File: config.mk
export PLATFORM = sky130hd
export DESIGN_NAME = usb_error_irq_and_control
export DESIGN_NICKNAME = d
export VERILOG_FILES = /design/src/include/usb_err_ctrl_pkg.sv /design/src/hw/usb_err_flag_bit.sv /design/src/hw/usb_period_timer.sv /design/src/hw/usb_error_irq_and_control.sv
export SDC_FILE = /design/constraint.sdc
export NUM_CORES = 1
export LEC_CHECK = 0
export BUFFER_PORTS_ARGS = -buffer_cell sky130_fd_sc_hd__buf_2
export CORE_MARGIN = 1
export CORE_UTILIZATION = 52
export CTS_CLUSTER_DIAMETER = 150
export DETAILED_ROUTE_END_ITERATION = 12
export GPL_TIMING_DRIVEN = 0
export HOLD_SLACK_MARGIN = 0.03
export PLACE_DENSITY = 0.8
export SYNTH_ARGS = -nofsm -noshare
export SYNTH_HDL_FRONTEND = slang
export SYNTH_SLANG_ARGS = --single-unit
export TNS_END_PERCENT = 50
File: constraint.sdc
create_clock -name clk -period 2.3 [get_ports clk]
set_input_delay 0.345 -clock clk [delete_from_list [all_inputs] [get_ports clk]]
set_output_delay 0.345 -clock clk [all_outputs]
set_load 0.01 [all_outputs]
File: src/include/usb_err_ctrl_pkg.sv
/*
 * Constants shared by the USB error-interrupt and control block:
 * register offsets, field positions, reset values and timing.
 * Assumes a 25 MHz system clock and a plain strobe register port.
 */
package usb_err_ctrl_pkg;

    // Register bus geometry
    localparam int          ADDR_W          = 8;
    localparam int          DATA_W          = 32;

    // Register byte offsets
    localparam logic [7:0]  OFS_ERR_ENABLE  = 8'h00;
    localparam logic [7:0]  OFS_CONTROL     = 8'h04;
    localparam logic [7:0]  OFS_ADDRESS     = 8'h08;
    localparam logic [7:0]  OFS_IRQ_ENABLE  = 8'h0c;
    localparam logic [7:0]  OFS_ERR_FLAGS   = 8'h10;
    localparam logic [7:0]  OFS_TOKEN       = 8'h14;

    // Error enable / flag bit positions
    localparam int          ERR_PID         = 0;
    localparam int          ERR_CRC5_EOF    = 1;
    localparam int          ERR_CRC16       = 2;
    localparam int          ERR_FIELD_SIZE  = 3;
    localparam int          ERR_TURNAROUND  = 4;
    localparam int          ERR_DMA         = 5;
    localparam int          ERR_BUS_MATRIX  = 6;
    localparam int          ERR_BIT_STUFF   = 7;
    localparam int          ERR_COUNT       = 8;

    // Control register fields
    localparam int          CTL_ENABLE      = 0;
    localparam int          CTL_PP_RESET    = 1;
    localparam int          CTL_RESUME      = 2;
    localparam int          CTL_HOST_MODE   = 3;
    localparam int          CTL_TOKEN_BUSY  = 5;

    // Main interrupt enable field
    localparam int          IE_ERROR        = 1;

    // Address register fields
    localparam int          ADR_LOW_SPEED   = 7;
    localparam int          ADR_FUNC_W      = 7;

    // Reset values
    localparam logic [7:0]  RST_BYTE        = 8'h00;

    // Frame timing
    localparam int          CLK_HZ          = 25_000_000;
    localparam int          SOF_PERIOD_US   = 1000;
    localparam int          SOF_CYCLES      = CLK_HZ / 1_000_000 * SOF_PERIOD_US;

endpackage : usb_err_ctrl_pkg

File: src/hw/usb_err_flag_bit.sv
/*
 * One sticky error flag with its interrupt enable gate.
 * Assumes the event is a same-clock pulse and the clear a write-one strobe.
 */
`timescale 1ns/1ps
module usb_err_flag_bit (
    input  wire logic clk,
    input  wire logic nrst,
    input  wire logic event_in,
    input  wire logic clear_in,
    input  wire logic enable_in,
    output logic      flag,
    output logic      gated
);

    // Set wins over a clear in the same cycle
    always_ff @(posedge clk) begin
        if (!nrst) begin
            flag <= 1'b0;
        end else if (event_in) begin
            flag <= 1'b1;
        end else if (clear_in) begin
            flag <= 1'b0;
        end
    end

    // Flag reaches the error request only when enabled
    assign gated = flag & enable_in;

endmodule : usb_err_flag_bit

File: src/hw/usb_period_timer.sv
/*
 * Free counter that pulses once per PERIOD cycles while enabled.
 * Assumes a synchronous active-low reset; restart clears the count.
 */
`timescale 1ns/1ps
module usb_period_timer #(
    parameter int PERIOD = 25000
) (
    input  wire logic clk,
    input  wire logic nrst,
    input  wire logic run,
    input  wire logic restart,
    output logic      tick
);

    localparam int CW = $clog2(PERIOD);

    logic [CW-1:0] count;
    logic          at_end;

    // Terminal count of the period
    assign at_end = (count == CW'(PERIOD - 1));

    // Count while running, hold at zero otherwise
    always_ff @(posedge clk) begin
        if (!nrst || !run || restart) begin
            count <= '0;
        end else if (at_end) begin
            count <= '0;
        end else begin
            count <= count + CW'(1);
        end
    end

    // One-cycle pulse at the end of each period
    always_ff @(posedge clk) begin
        if (!nrst) begin
            tick <= 1'b0;
        end else begin
            tick <= run & ~restart & at_end;
        end
    end

endmodule : usb_period_timer

File: src/hw/usb_error_irq_and_control.sv
/*
 * USB error-interrupt enable bank, control register and function address
 * register, with the error flag bank, start-of-frame timer, token busy
 * tracking, host reset on mode change and resume end-of-packet request.
 * Assumes the USB engine supplies one-cycle error events and a token-done
 * pulse on clk, and software uses the strobe register port.
 */
`timescale 1ns/1ps
module usb_error_irq_and_control #(
    parameter int SOF_PERIOD = usb_err_ctrl_pkg::SOF_CYCLES
) (
    input  wire logic        clk,
    input  wire logic        nrst,
    // Register port
    input  wire logic [7:0]  reg_addr,
    input  wire logic [31:0] reg_wdata,
    input  wire logic        reg_wr,
    input  wire logic        reg_rd,
    output logic      [31:0] reg_rdata,
    // Error events and token completion from the USB engine
    input  wire logic [7:0]  err_event,
    input  wire logic        eof_err_event,
    input  wire logic        token_done,
    // Outputs to the USB engine
    output logic             usb_irq_flag,
    output logic             error_irq_req,
    output logic             module_power_enable,
    output logic             host_mode,
    output logic             pingpong_pointer_reset,
    output logic             host_logic_reset,
    output logic             sof_send,
    output logic             resume_drive,
    output logic             resume_eop_low_speed,
    output logic             low_speed_next_token,
    output logic [6:0]       function_address,
    output logic             token_start,
    output logic [7:0]       token_command,
    output logic             token_busy
);

    // Software-visible state and the enable-gated flag bits
    logic [7:0] err_enable;
    logic [7:0] control;
    logic [7:0] address;
    logic [7:0] irq_enable;
    logic [7:0] err_flags;
    logic [7:0] err_gated;

    // Change detection history
    logic       host_mode_q;
    logic       resume_q;

    // Address decode
    wire hit_err_en  = (reg_addr == usb_err_ctrl_pkg::OFS_ERR_ENABLE);
    wire hit_control = (reg_addr == usb_err_ctrl_pkg::OFS_CONTROL);
    wire hit_address = (reg_addr == usb_err_ctrl_pkg::OFS_ADDRESS);
    wire hit_irq_en  = (reg_addr == usb_err_ctrl_pkg::OFS_IRQ_ENABLE);
    wire hit_flags   = (reg_addr == usb_err_ctrl_pkg::OFS_ERR_FLAGS);
    wire hit_token   = (reg_addr == usb_err_ctrl_pkg::OFS_TOKEN);

    // Write strobes per register
    wire wr_err_en   = reg_wr & hit_err_en;
    wire wr_control  = reg_wr & hit_control;
    wire wr_address  = reg_wr & hit_address;
    wire wr_irq_en   = reg_wr & hit_irq_en;
    wire wr_flags    = reg_wr & hit_flags;
    wire wr_token    = reg_wr & hit_token;

    // Mode derived from the host enable bit
    wire host_now    = control[usb_err_ctrl_pkg::CTL_HOST_MODE];
    wire resume_now  = control[usb_err_ctrl_pkg::CTL_RESUME];

    // Error enable register, only the low byte is stored
    always_ff @(posedge clk) begin
        if (!nrst) begin
            err_enable <= usb_err_ctrl_pkg::RST_BYTE;
        end else if (wr_err_en) begin
            err_enable <= reg_wdata[7:0];
        end
    end

    // Written control byte; the token busy position is not software writable
    logic [7:0] next_control;
    always_comb begin
        next_control = reg_wdata[7:0];
        next_control[usb_err_ctrl_pkg::CTL_TOKEN_BUSY] = 1'b0;
    end

    // Control register
    always_ff @(posedge clk) begin
        if (!nrst) begin
            control <= usb_err_ctrl_pkg::RST_BYTE;
        end else if (wr_control) begin
            control <= next_control;
        end
    end

    // Function address register
    always_ff @(posedge clk) begin
        if (!nrst) begin
            address <= usb_err_ctrl_pkg::RST_BYTE;
        end else if (wr_address) begin
            address <= reg_wdata[7:0];
        end
    end

    // Main interrupt enable register
    always_ff @(posedge clk) begin
        if (!nrst) begin
            irq_enable <= usb_err_ctrl_pkg::RST_BYTE;
        end else if (wr_irq_en) begin
            irq_enable <= reg_wdata[7:0];
        end
    end

    // Flag bit 1 source follows the operating mode
    logic [7:0] flag_src;
    always_comb begin
        flag_src = err_event;
        flag_src[usb_err_ctrl_pkg::ERR_CRC5_EOF] = host_now ? eof_err_event
                                                 : err_event[usb_err_ctrl_pkg::ERR_CRC5_EOF];
    end

    // Write-one-to-clear strobes for the flag bank
    wire [7:0] flag_clear = {8{wr_flags}} & reg_wdata[7:0];

    // Sticky flags, each gated by its enable bit
    genvar gi;
    generate
        for (gi = 0; gi < usb_err_ctrl_pkg::ERR_COUNT; gi++) begin : g_flag
            usb_err_flag_bit u_flag (
                .clk       (clk),
                .nrst      (nrst),
                .event_in  (flag_src[gi]),
                .clear_in  (flag_clear[gi]),
                .enable_in (err_enable[gi]),
                .flag      (err_flags[gi]),
                .gated     (err_gated[gi])
            );
        end
    endgenerate

    // Aggregated error request and its path to the USB interrupt flag
    assign error_irq_req = |err_gated;
    wire   next_irq_flag = error_irq_req & irq_enable[usb_err_ctrl_pkg::IE_ERROR];

    always_ff @(posedge clk) begin
        if (!nrst) begin
            usb_irq_flag <= 1'b0;
        end else begin
            usb_irq_flag <= next_irq_flag;
        end
    end

    // Previous host enable value for change detection
    always_ff @(posedge clk) begin
        if (!nrst) begin
            host_mode_q <= 1'b0;
        end else begin
            host_mode_q <= host_now;
        end
    end

    // Previous resume value for the falling-edge request
    always_ff @(posedge clk) begin
        if (!nrst) begin
            resume_q <= 1'b0;
        end else begin
            resume_q <= resume_now;
        end
    end

    // Host reset on either edge of the host enable bit
    wire host_toggle = host_now ^ host_mode_q;

    always_ff @(posedge clk) begin
        if (!nrst) begin
            host_logic_reset <= 1'b0;
        end else begin
            host_logic_reset <= host_toggle;
        end
    end

    // Low-speed end-of-packet request when resume drops in host mode
    wire next_eop = host_now & resume_q & ~resume_now;

    always_ff @(posedge clk) begin
        if (!nrst) begin
            resume_eop_low_speed <= 1'b0;
        end else begin
            resume_eop_low_speed <= next_eop;
        end
    end

    // Resume line follows the bit; software times its length
    always_ff @(posedge clk) begin
        if (!nrst) begin
            resume_drive <= 1'b0;
        end else begin
            resume_drive <= resume_now;
        end
    end

    // Bit 0 is module power in device mode, frame start in host mode
    wire sof_run    = host_now & control[usb_err_ctrl_pkg::CTL_ENABLE];
    wire next_power = ~host_now & control[usb_err_ctrl_pkg::CTL_ENABLE];

    // Module power only in device mode
    always_ff @(posedge clk) begin
        if (!nrst) begin
            module_power_enable <= 1'b0;
        end else begin
            module_power_enable <= next_power;
        end
    end

    // Registered copy of the operating mode
    always_ff @(posedge clk) begin
        if (!nrst) begin
            host_mode <= 1'b0;
        end else begin
            host_mode <= host_now;
        end
    end

    // Start-of-frame every millisecond, restarted by a host reset
    usb_period_timer #(
        .PERIOD (SOF_PERIOD)
    ) u_sof (
        .clk     (clk),
        .nrst    (nrst),
        .run     (sof_run),
        .restart (host_toggle),
        .tick    (sof_send)
    );

    // Buffer pointers held at the even bank while the bit is set
    wire next_pp_reset = control[usb_err_ctrl_pkg::CTL_PP_RESET];

    always_ff @(posedge clk) begin
        if (!nrst) begin
            pingpong_pointer_reset <= 1'b0;
        end else begin
            pingpong_pointer_reset <= next_pp_reset;
        end
    end

    // Speed for the next token
    always_ff @(posedge clk) begin
        if (!nrst) begin
            low_speed_next_token <= 1'b0;
        end else begin
            low_speed_next_token <= address[usb_err_ctrl_pkg::ADR_LOW_SPEED];
        end
    end

    // Function address used on the bus
    always_ff @(posedge clk) begin
        if (!nrst) begin
            function_address <= 7'h00;
        end else begin
            function_address <= address[usb_err_ctrl_pkg::ADR_FUNC_W-1:0];
        end
    end

    // Token command: accepted only when idle, busy until done
    wire token_take = wr_token & ~token_busy;

    // Busy from an accepted command until the engine reports done
    always_ff @(posedge clk) begin
        if (!nrst) begin
            token_busy <= 1'b0;
        end else if (token_take) begin
            token_busy <= 1'b1;
        end else if (token_done) begin
            token_busy <= 1'b0;
        end
    end

    // Start pulse one cycle after an accepted command
    always_ff @(posedge clk) begin
        if (!nrst) begin
            token_start <= 1'b0;
        end else begin
            token_start <= token_take;
        end
    end

    // Last accepted token command byte
    always_ff @(posedge clk) begin
        if (!nrst) begin
            token_command <= 8'h00;
        end else if (token_take) begin
            token_command <= reg_wdata[7:0];
        end
    end

    // Control readback with live token busy status
    logic [7:0] control_view;
    always_comb begin
        control_view = control;
        control_view[usb_err_ctrl_pkg::CTL_TOKEN_BUSY] = token_busy;
    end

    // Read mux; upper bits and unmapped addresses read zero
    wire [7:0] rd_byte = hit_err_en  ? err_enable   :
                         hit_control ? control_view :
                         hit_address ? address      :
                         hit_irq_en  ? irq_enable   :
                         hit_flags   ? err_flags    :
                         hit_token   ? token_command :
                                       8'h00;

    // Read data stands in the cycle after the strobe only
    always_ff @(posedge clk) begin
        if (!nrst) begin
            reg_rdata <= 32'h0000_0000;
        end else if (reg_rd) begin
            reg_rdata <= {24'h00_0000, rd_byte};
        end else begin
            reg_rdata <= 32'h0000_0000;
        end
    end

endmodule : usb_error_irq_and_control

Word-level counts from Yosys, hierarchy flattened
Index checks and enable logic that the tools add are counted.
- output and inout port bits: 59
- bits in latches: 0
- memory bits (writable): 0
- logic and storage cells: 105
- memories kept: 0
- memory bits (read-only): 0
- bits in registers: 112
- add/sub/neg operators: 1
- reductions and logical operators: 17
- equal/unequal tests: 6
- multiplexer cells: 25
- magnitude comparators: 0
- shift operators: 0
- bitwise operators: 28
- multiply operators: 0
- div/mod/pow operators: 0
- operators with widths (cell ; number):
    8-bit two-way mux ; 6
    1-bit AND ; 22
    1-bit two-way mux ; 19
    2-bit nonzero test ; 9
    8-bit by 4-bit equality test with 1-bit output (second input constant) ; 2
    8-bit by 5-bit equality test with 1-bit output (second input constant) ; 2
    15-bit by 1-bit adder with 15-bit output (second input constant) ; 1
    15-bit equality test (second input constant) ; 1
    8-bit AND ; 1
    8-bit by 3-bit equality test with 1-bit output (second input constant) ; 1
    8-bit zero test ; 1
    8-bit OR reduction ; 1
    1-bit inverter ; 4
    1-bit zero test ; 2
    1-bit logical OR ; 2
    2-bit AND reduction ; 1
    2-bit OR reduction ; 1
    1-bit XOR ; 1

Longest topological paths before layout
Gate-level depths: netlist (run 1).
- depth after elaboration: 7
- gate-level depth with buffers: 7
- mapped depth without buffers: 5

Cells and area by module
Synthesis (run 1) repeated with hierarchy kept, for this count alone.
- cell total of the unflattened synthesis: 412
- area, all modules: 3882.5 µm²
- modules (own cells, without submodules) (module ; area each (µm²) ; cells an instance ; seq. area each (µm²) ; times used):
    usb_error_irq_and_control ; 2778.9 ; 301 ; 1281.2 ; 1
    usb_period_timer ; 713.2 ; 79 ; 320.3 ; 1
    usb_err_flag_bit ; 48.8 ; 4 ; 20.0 ; 8

Worst setup path before layout (run 1)
No wires, ideal clock.
- path type: input port to flip-flop
- start point: in reg_addr[2]
- end point: reg token_command[0]
- slack: 0.600 ns
- arrival: 1.584 ns
- stages on the path: 6
- buffers on the path: 2
- cell sequence: buf_2 -> nor4b_4 -> nor4b_4 -> buf_6 -> mux2i_1 -> nor2b_1
- word-level cells in the longest chain between the ends: 3
- ends and longest elaborated chain (item ; line ; source):
    start, declared ; usb_error_irq_and_control.sv:15 ; input wire logic [7:0] reg_addr,
    8-bit by 5-bit equality test with 1-bit output ; usb_error_irq_and_control.sv:59 ; wire hit_token = (reg_addr == usb_err_ctrl_pkg::OFS_TOKEN);
    1-bit AND ; usb_error_irq_and_control.sv:67 ; wire wr_token = reg_wr & hit_token;
    1-bit AND ; usb_error_irq_and_control.sv:267 ; wire token_take = wr_token & ~token_busy;
    end signal, assigned ; usb_error_irq_and_control.sv:294 ; token_command <= reg_wdata[7:0];
    end, declared ; usb_error_irq_and_control.sv:37 ; output logic [7:0] token_command,
Every way passes these cells.
A chain may end at the register's enable or synchronous reset.

Worst setup path after layout (run 1)
- start point: reg u_sof.count[0]
- end point: reg u_sof.count[7]
- word-level cells in the longest chain between the ends: 2
- elaborated cells between the ends (all ways): 3
- ends and longest elaborated chain (item ; line ; source):
    start, declared ; usb_period_timer.sv:18 ; logic [CW-1:0] count;
    start signal, assigned ; usb_period_timer.sv:31 ; count <= count + CW'(1);
    branches (longest 2 deep; another with 15-bit by 1-bit adder with 15-bit output) ; - ;
Parallel ways; which one is timed is not known.

==> results of run 1 <==
[synthesized netlist by cell type (3+ instances only)]
cell	number	share of area, %
sky130_fd_sc_hd__a211oi_1	3	0.58
sky130_fd_sc_hd__a21boi_0	16	3.1
sky130_fd_sc_hd__a21oi_1	9	1.2
sky130_fd_sc_hd__a22oi_1	8	1.5
sky130_fd_sc_hd__and2_1	15	2.4
sky130_fd_sc_hd__and3_1	4	0.64
sky130_fd_sc_hd__buf_2	4	0.51
sky130_fd_sc_hd__buf_4	24	4.6
sky130_fd_sc_hd__clkbuf_1	13	1.2
sky130_fd_sc_hd__dfxtp_1	88	45
sky130_fd_sc_hd__inv_1	4	0.38
sky130_fd_sc_hd__mux2_2	4	1.2
sky130_fd_sc_hd__mux2i_1	17	4.3
sky130_fd_sc_hd__nand2_1	53	5.1
sky130_fd_sc_hd__nand3_1	16	2.0
sky130_fd_sc_hd__nand4_1	7	1.1
sky130_fd_sc_hd__nor2_1	30	2.9
sky130_fd_sc_hd__nor2b_1	22	3.5
sky130_fd_sc_hd__nor3_1	5	0.64
sky130_fd_sc_hd__nor4_1	4	0.64
sky130_fd_sc_hd__o21a_1	9	1.7
sky130_fd_sc_hd__o21ai_0	24	3.1
sky130_fd_sc_hd__o32ai_1	3	0.67
sky130_fd_sc_hd__xnor2_1	10	2.2
sky130_fd_sc_hd__xor2_1	4	0.89
[flip-flops by register name, indices dropped and copies added (netlist names), 7 cells and up]
name                flops
control                 7
g_flag.u_flag.flag      8
address                 8
irq_enable              8
function_address        7
reg_rdata               8
token_command           8
err_enable              8
u_sof.count            15
[cells in the final DEF (no fill, tap or decap), types with 3 or more instances in the layout]
master | Yosys | layout
sky130_fd_sc_hd__o32ai_1 | 3 | 3
sky130_fd_sc_hd__clkbuf_1 | 13 | 13
sky130_fd_sc_hd__and3_1 | 4 | 4
sky130_fd_sc_hd__a22oi_1 | 8 | 8
sky130_fd_sc_hd__nor4_1 | 4 | 4
sky130_fd_sc_hd__nand3_1 | 16 | 16
sky130_fd_sc_hd__xor2_1 | 4 | 4
sky130_fd_sc_hd__a211oi_1 | 3 | 3
sky130_fd_sc_hd__inv_1 | 4 | 4
sky130_fd_sc_hd__dfxtp_1 | 88 | 88
sky130_fd_sc_hd__o21ai_0 | 24 | 24
sky130_fd_sc_hd__nor2b_1 | 22 | 22
sky130_fd_sc_hd__and2_1 | 15 | 15
sky130_fd_sc_hd__a21boi_0 | 16 | 16
sky130_fd_sc_hd__mux2i_1 | 17 | 17
sky130_fd_sc_hd__nand2_1 | 53 | 53
sky130_fd_sc_hd__nor2_1 | 30 | 30
sky130_fd_sc_hd__xnor2_1 | 10 | 10
sky130_fd_sc_hd__conb_1 | 1 | 24
sky130_fd_sc_hd__buf_2 | 4 | 65
sky130_fd_sc_hd__a21oi_1 | 9 | 9
sky130_fd_sc_hd__nor3_1 | 5 | 5
sky130_fd_sc_hd__o21a_1 | 9 | 9
sky130_fd_sc_hd__mux2_2 | 4 | 4
sky130_fd_sc_hd__nand4_1 | 7 | 7
sky130_fd_sc_hd__buf_4 | 24 | 24
sky130_fd_sc_hd__clkbuf_8 | 0 | 10
[final cells by class]
cell class | instances | area, µm² | area share, %
multi-input cells | 316 | 1958 | 42.10
flip-flops and latches | 88 | 1762 | 37.88
repair buffers | 61 | 305.3 | 6.564
plain buffers | 44 | 267.8 | 5.757
clock buffers | 10 | 137.6 | 2.959
well taps | 99 | 123.9 | 2.663
clock inverters | 5 | 81.33 | 1.749
inverters | 4 | 15.01 | 0.3228
[per-stage QoR]
stage	power (W)	instances	instance area [µm²]	hold slack, ps
2_1_floorplan	0.001719	452	4003	417.6
3_3_place_gp	0.001790	612	4432	428.1
3_5_place_dp	0.001794	612	4432	443.6
4_1_cts	0.002946	627	4651	183.9
5_1_grt	0.003038	627	4651	180.0
6_report	0.002939	627	4651	191.2
[path summary, 6_finish.rpt]
kind,startpoint,end,cells after the start
setup / recovery,u_sof.count[0]$_SDFF_PP0_,u_sof.count[7]$_SDFF_PP0_,6
hold / removal,err_event[7],g_flag[7].u_flag.flag$_SDFFE_PN0P_,2
setup reg to reg,u_sof.count[0]$_SDFF_PP0_,u_sof.count[7]$_SDFF_PP0_,6
hold reg to reg,u_sof.count[0]$_SDFF_PP0_,u_sof.count[0]$_SDFF_PP0_,1
[power groups by stage]
stage | Sequential, W | Combinational (W) | Clock (W)
detailed placement | 0.00158 | 0.000215 | 0
global placement | 0.00158 | 0.000212 | 0
floorplan | 0.00158 | 0.000143 | 0
global route | 0.00154 | 0.000240 | 0.00125
finish | 0.00154 | 0.000221 | 0.00117
CTS | 0.00154 | 0.000216 | 0.00119
[metal layers]
metal  global-route usage [%]  share of wire [%]
met2                    42.17                 47
met4                    11.88                2.6
met5                        0                  0
met3                    6.810                8.0
met1                    31.40                 43
[critical path: stages (launching register included)]
cell and delay [ps]:
sky130_fd_sc_hd__dfxtp_1 370, sky130_fd_sc_hd__ha_1 240, sky130_fd_sc_hd__and2_1 180, sky130_fd_sc_hd__nand4_1 130, sky130_fd_sc_hd__nand2_1 190, sky130_fd_sc_hd__clkbuf_1 380, sky130_fd_sc_hd__nor2_1 110
[kinds of logic (layout without fill, tap and decap cells)]
kind of cell / after synthesis / count (layout)
AND/OR/NAND/NOR: 173 / 173
flip-flops: 88 / 88
AO/OA/AOI/OAI: 83 / 83
buffers and inverters: 48 / 124
multiplexers: 21 / 21
XOR/XNOR: 14 / 14
adder cells (fa/ha/maj): 1 / 1
other: 1 / 24
==> results.md, run 1 <==
- The run finished with clean final reports.
- Setup repair after global routing left no endpoint under its margin.
- Fill cells in the final layout number 627.
- Prior to clock tree synthesis, the placed netlist has a worst setup slack of 277.4 ps.
- For this run, the share of the core covered by cells in the final layout is 64.12%.
- The routed wire length is 9.513 mm.
- The number of remaining DRC errors is 0.
- The number of buffers on the longest clock path is 2.
- The initial antenna violation count is 0.
- The synthesized netlist cell count is 429.
- The parity-gate share of the synthesized area counting xor and xnor cells is 3.131%.
- Of the synthesized area, sequential elements account for 44.98%.
- The number of H-tree levels is 3.
- The worst pin sits at a relative slew slack of 58.81%.
- The die area is 7882 µm².
- The wire length of the first global-routing pass is 15.11 mm.
- During placement, the flow inserted port buffers numbering 61.
- At the worst endpoint, the arrival time is 1970 ps.
- The number of iterations in the first detailed-routing pass is 6.
- After the first detailed-routing iteration, the DRC count stood at 271.
- The average instance area after synthesis is 9.129 µm².
- The initial standard-cell utilization of the core is 53.99%.
- The classification of the worst-slack hold path is input port to register.
- The core region area is 7253 µm².
- After global routing the overflow that remains totals 0.
- The number of clock buffers inserted by TritonCTS is 9.
- The internal power is 0.002259 W.
- In this run the cell area of the synthesized design comes to 3916 µm².
- Counting distinct cell types in the post-synthesis netlist gives 49.
- The part of the cycle the worst path needs is 75.69%.
- The simple-gate share of the synthesized area is 24.57%.
- The number of cells upsized or downsized after cts is 0.
- The via-per-instance ratio is 5.407.
- Of the total synthesized cell area, the portion taken by full adders, half adders and majority gates is 0.3195%.
- The post-CTS setup buffer count is 0.
- Of the post-synthesis cell area, the part taken by muxes is 5.495%.
- For the pin with the worst max-slew slack, the measured transition is 615.2 ps.
- The die is 88.78 µm tall.
- The final route contains 3,390 vias.
- The number of antenna-violating nets in the routed design is 0.
- After synthesis, the largest family of logic cells by area is simple AND/OR/NAND/NOR gates.
- Setup violations remaining at the end of the flow were counted as 0.
- The kind of end point of the critical path is a register.
- The setup slack on the worst flop-to-flop path is 560 ps.
- The power density relative to cell area is 631.9 nW/µm².
- The kind of start point of the critical path is a register.
- The clock root buffer is sky130_fd_sc_hd__clkbuf_8.
- The all-layer global routing usage is 25.65%.
- The clock reaches the later pin of the worst-skew pair after 360 ps.
- The share of synthesized registers carrying an async set or reset is 0%.
- The clock-pin slew of the registers on the worst-case setup and hold paths is 90 ps.
- The number of placement rows is 31.
- In this run, synthesis inferred 0 flip-flops with an integrated enable.
- After synthesis the netlist holds a flip-flop and latch count of 88.
- TritonCTS built the clock tree.
- For this design, the sink count on the clock tree is 88.
- In this run, post-CTS hold repair placed 0 buffers.
- The weighted congestion at the end of routability-driven global placement is 0.8915.
- 113 I/O pins were placed.
- Per report_power, the clock group accounts for 40.0% of the total.
- The maximum number of pins on one net before global-route repair is 15.
- The power dissipated by switching net loads is 0.0006794 W.
- IR analysis of the VDD net gives a maximum drop of 0.4097 mV.
- The via count of the first global-routing pass is 3,180.
- The wire length per cell after detailed routing is 15.17 µm.
- The dominant register cell in the synthesized netlist is sky130_fd_sc_hd__dfxtp_1.
- The clock period could shrink to 1741 ps.
- The number of diodes is 0.
- The total number of nets in the final design is 579.
- Along the worst path, the maximum fanout reaches 10.
- The number of violations of the max-capacitance limit is 0.
- For the final routed database, the setup TNS stands at 0 ps.
- The Yosys step of the flow raised 0 warnings.
- The max-slew violation total from the final report is 0.
- The maximum achievable frequency is 574.4 MHz.
- The required time of the critical path is 2530 ps.
- Combinational cells account for 7.5% of the total power.
- The floorplan step set the die width to 88.78 µm.
- The kind of critical path is register to register.
- The leakage power is 1.906 nW.
- The fraction of final layout cells with drive strength greater than 1 is 22.73%.
- The register share of total power is 52.5%.
- On the final layout, the worst clock skew is 11.73 ps.
- The synthesized netlist devotes 14.19% of its cell area to compound gates.
- The number of failing hold endpoints at the final stage is 0.
- The detailed placer's ending HPWL is 7.068 mm.
- The fraction of power spent switching nets is 23.12%.
- The worst setup slack after layout is 559.1 ps.
- From synthesis to final layout, the design area changed by 18.75%.
Power figures use the tool's default switching activity.
==> inputs of run 2 (changes only) <==
--- a/config.mk
+++ b/config.mk
@@ -5,14 +5,15 @@
 export SDC_FILE = /design/constraint.sdc
 export NUM_CORES = 1
 export LEC_CHECK = 0
+export ABC_AREA = 1
 export BUFFER_PORTS_ARGS = -buffer_cell sky130_fd_sc_hd__buf_2
 export CORE_MARGIN = 1
-export CORE_UTILIZATION = 52
+export CORE_UTILIZATION = 47
 export CTS_CLUSTER_DIAMETER = 150
 export DETAILED_ROUTE_END_ITERATION = 12
 export GPL_TIMING_DRIVEN = 0
 export HOLD_SLACK_MARGIN = 0.03
-export PLACE_DENSITY = 0.8
+export PLACE_DENSITY = 0.76
 export SYNTH_ARGS = -nofsm -noshare
 export SYNTH_HDL_FRONTEND = slang
 export SYNTH_SLANG_ARGS = --single-unit
==> constraint.sdc (replaced) <==
create_clock -name clk -period 1.41 [get_ports clk]
set_input_delay 0.2115 -clock clk [delete_from_list [all_inputs] [get_ports clk]]
set_output_delay 0.2115 -clock clk [all_outputs]
set_load 0.01 [all_outputs]
==> run 2 against run 1 <==
Net effect:
- the flow now finishes with violations (negative setup slack)
- synthesized area shrank 1.0%
- critical path depth down 1
- setup slack worse by 700 ps
- largest cell class is now flip-flops and latches
- clock-buffer cell count unchanged
- flip-flop and latch count unchanged
- critical endpoint is now error_irq_req
- first-iteration DRC count is 26% higher
- via count up 7.0%
==> results.md, run 2 <==
- The kind of end point of the critical path is a primary output.
- The wire length of the first global-routing pass is 15.39 mm (+1.8%).
- The initial standard-cell utilization of the core is 49.39% (-4.6 points).
- The cell area after layout is 4681 µm² (+0.65%).
- The via count is 3,626 (+7.0%).
- The number of antenna-violating nets in the routed design came to 0 (unchanged).
- The weighted congestion at the end of routability-driven global placement is 0.8844 (-0.80%).
- The portion of netlist area occupied by mux cells is 0% (-5.5 points).
- The worst clock skew on the final layout came to 11.70 ps (-0.03620 ps).
- The top cell types in the final layout, fill and taps aside, are sky130_fd_sc_hd__dfxtp_1, sky130_fd_sc_hd__buf_2, sky130_fd_sc_hd__inv_1.
- The post-placement worst setup slack is -151.1 ps (-428.5 ps).
- The instance area after placement came to 4405 µm² (-0.59%).
- The peak ir drop on the vdd network is 0.5422 mV (+32%).
- The adder and majority cell fraction of the synthesized area was 0.3228% (+0.0033 points).
- The initial antenna violation count is 0 (unchanged).
- The number of remaining DRC errors was 0 (unchanged).
- The required time of the critical path was 1200 ps (-1330 ps).
- The maximum number of pins on one net before global-route repair is 15 (unchanged).
- The detailed placer's ending HPWL was 6.927 mm (-2.0%).
- The power dissipated by switching net loads is 0.001071 W (+58%).
- The number of clock buffers inserted by TritonCTS is 9 (unchanged).
- The post-synthesis cell type with the largest combined area is sky130_fd_sc_hd__dfxtp_1.
- Derived from the worst setup path, the maximum achievable clock frequency is 643.4 MHz.
- The routed wire length was 9.523 mm (+0.11%).
- The kind of critical path is register to primary output.
- The wire length per cell after detailed routing came to 13.64 µm (-10%).
- The number of unique standard cell types used by synthesis is 34 (-31%).
- The setup violation total in the final timing report is 1 (+1).
- The number of DRC markers in iteration 0 was 341 (+26%).
- The dominant register cell in the synthesized netlist is sky130_fd_sc_hd__dfxtp_1.
- The checks that failed: negative setup slack.
- The register with the highest flop count is u_sof.count.
- The relative contribution of the clock network to total power came to 37.2% (-2.8 points).
- The total number of nets in the final design is 647 (+12%).
- The clock net sink count is 88 (unchanged).
- The maximum fanout along the worst path was 2 (-8).
- The via count of the first global-routing pass was 3,355 (+5.5%).
- The parity-gate share of the synthesized area counting xor and xnor cells is 0.9038% (-2.2 points).
- The arrival time reported for the critical path endpoint is 1340 ps (-630 ps).
- The sequential-to-total area share from yosys stat was 45.45% (+0.46 points).
- By area, the combinational part of the netlist is dominated by simple AND/OR/NAND/NOR gates.
- The leakage power came to 2.207 nW (+16%).
- The TritonCTS clock tree is yes.
- The global-route congestion overflow total is 0 (unchanged).
- The min-delay analysis places its worst path in the category input port to register.
- The internal power is 0.003427 W (+52%).
- The combinational share of power was 6.8% (-0.7 points).
- The share of synthesized registers carrying an async set or reset came to 0% (unchanged).
- The register share of total power came to 56.0% (+3.5 points).
- The flip-flop and latch count after synthesis is 88 (unchanged).
- The warning count from the yosys run is 0 (unchanged).
- The max-slew violation total from the final report is 0 (unchanged).
- The number of buffers added to fix hold violations after cts is 0 (unchanged).
- The count of flip-flops with a built-in enable after synthesis is 0 (unchanged).
- The number of diodes is 0 (unchanged).
- The number of failing hold endpoints at the final stage is 0 (unchanged).
- Setup repair after global routing could not meet its margin everywhere.
- The clock-pin slew of the registers on the worst-case setup and hold paths came to 90 ps (about the same).
- The cell area after synthesis is 3876 µm² (-1.0%).
- The worst setup path is launched from a register.
- The average instance area after synthesis came to 7.911 µm² (-13%).
- The number of iterations in the first detailed-routing pass is 5 (-1).
- The number of ports placed on the die boundary is 113 (unchanged).
- The run finished, with violations left.
- The fraction of final layout cells with drive strength greater than 1 came to 27.68% (+5.0 points).
- The die span in y was 92.82 µm (+4.5%).
- The synthesized-area fraction occupied by ao, oa, aoi and oai cells is 17.30% (+3.1 points).
- The area share of the largest cell type after synthesis is 45.45% (+0.46 points).
- The via-per-instance ratio is 5.195 (-3.9%).
- The all-layer global routing usage is 23.28% (-2.4 points).
- The die area is 8615 µm² (+9.3%).
- The synthesized netlist cell count was 490 (+14%).
- The power density relative to cell area is 960.8 nW/µm² (+52%).
- The fraction of power spent switching nets is 23.81% (+0.69 points).
- The worst setup slack after layout is -144.3 ps (-703.5 ps).
- By count the netlist is led by sky130_fd_sc_hd__dfxtp_1, sky130_fd_sc_hd__inv_1, sky130_fd_sc_hd__a21oi_1.
- The clock root buffer is sky130_fd_sc_hd__clkbuf_8.
- sky130_fd_sc_hd__dfxtp_1 is the most common cell in the netlist.
- The slew of the pin with the lowest slew margin is 593.2 ps (-22.04 ps).
- The width of the chip was 92.82 µm (+4.5%).
- The simple-gate share of the synthesized area came to 21.79% (-2.8 points).
- The part of the cycle the worst path needs is 110.2%.
- Ranked by total cell area, the synthesized netlist is headed by sky130_fd_sc_hd__dfxtp_1, sky130_fd_sc_hd__a21oi_1, sky130_fd_sc_hd__inv_1.
- The flip-flop count of the largest register after layout was 15 (unchanged).
- The number of H-tree levels is 3 (unchanged).
- The clock latency reported for the late side of the worst-skew pair was 360 ps (about the same).
- The number of filler cells placed in the layout is 718 (+15%).
- The relative max-transition margin is 60.46% (+1.6 points).
- Relative to the synthesized area, the layout overhead comes to 20.76%.
- The number of violations of the max-capacitance limit came to 0 (unchanged).
- The number of placement rows came to 32 (+3.2%).
- The number of buffers on the longest clock path is 2 (unchanged).
- The count of buffers inserted at the top-level ports came to 63 (+3.3%).
- The most frequent standard cell in the layout excluding fill and tap cells is sky130_fd_sc_hd__dfxtp_1.
- The core region area is 7848 µm² (+8.2%).
- The worst path in the final design needs a cycle of 1554 ps, including I/O delays and setup.
- The tightest hold margin came to 72.74 ps (-118.4 ps).
==> run 2: cell count changes in the layout (fill, tap and decap cells not counted), moves of 17 or more <==
cell                      delta
sky130_fd_sc_hd__mux2i_1    -17
sky130_fd_sc_hd__a21oi_1    +51
sky130_fd_sc_hd__nor2b_1    -22
sky130_fd_sc_hd__inv_1      +57
sky130_fd_sc_hd__nand3_1    +25
sky130_fd_sc_hd__o21ai_0    +18
==> run 2: cells by family (layout without fill, tap and decap cells) <==
logic type	after synthesis	count (layout)
AOI/OAI and AO/OA	123	123
xor gates and xnor gates	4	4
other	1	24
buffers and inverters	109	192
DFF	88	88
adders and majority gates	1	1
and+or+nand+nor	164	164
==> run 2: per-layer routing <==
| layer | share of wire (%) | up-vias | global-route usage [%] | wire (µm) |
|---|---|---|---|---|
| met1 | 43 | 1671 | 29.40 | 4059 |
| met3 | 8.3 | 25 | 5.829 | 795 |
| met2 | 46 | 170 | 37.07 | 4388 |
| met5 | 0 | - | 0 | 0 |
| li1 | - | 1760 | - | - |
| met4 | 2.9 | 0 | 11.03 | 279 |
==> run 2: area by class of cell <==
class	count	area (µm²)	area share [%]
repair buffers	68	359.1	7.672
clock buffers	10	127.6	2.727
well taps	102	127.6	2.727
flip-flops and latches	88	1769	37.80
multi-input cells	316	1688	36.06
clock inverters	5	58.81	1.256
inverters	70	262.8	5.613
plain buffers	39	287.8	6.148
==> run 2: power by group through the flow <==
stage | sequential, W | clock (W) | combinational (W)
2_1_floorplan | 0.00257 | 0 | 0.000201
3_3_place_gp | 0.00258 | 0 | 0.000286
3_5_place_dp | 0.00258 | 0 | 0.000290
4_1_cts | 0.00252 | 0.00170 | 0.000298
5_1_grt | 0.00252 | 0.00181 | 0.000335
6_report | 0.00252 | 0.00167 | 0.000304
==> run 2: metrics by stage <==
stage	utilization [%]	total power, W	std cells	TNS [ps]
global route	59.65	0.004667	698	-313.6
floorplan	-	0.002772	513	0
detailed placement	56.14	0.002866	678	-1843
CTS	59.23	0.004520	698	-118.5
global placement	56.14	0.002862	678	-1431
finish	59.65	0.004497	698	-144.3
==> run 2: worst max-delay path, stage by stage (launching register included) <==
cell and delay (ps):
sky130_fd_sc_hd__dfxtp_2 330, sky130_fd_sc_hd__nand2_1 80, sky130_fd_sc_hd__nand2_2 50, sky130_fd_sc_hd__a221oi_2 210
sky130_fd_sc_hd__nand3_1 150, sky130_fd_sc_hd__buf_6 160
==> run 2: path summary, 6_finish.rpt <==
check	startpoint	end	slack [ps]	depth (start not counted)
max	err_enable[7]$_SDFFE_PN0P_	error_irq_req	-140	5
min	err_event[6]	g_flag[6].u_flag.flag$_SDFFE_PN0P_	70	3
max reg2reg	u_sof.count[5]$_SDFF_PP0_	u_sof.count[5]$_SDFF_PP0_	40	6
min reg2reg	u_sof.count[0]$_SDFF_PP0_	u_sof.count[0]$_SDFF_PP0_	420	1
==> run 2: repair_timing <==
action | in CTS | in global routing
buffers inserted | 5 | 0
endpoints found under the hold margin | 0 | 0
cloned | 0 | 0
pin swaps | 3 | 1
endpoints found under the setup margin | 1 | 15
gates resized for setup | 8 | 15
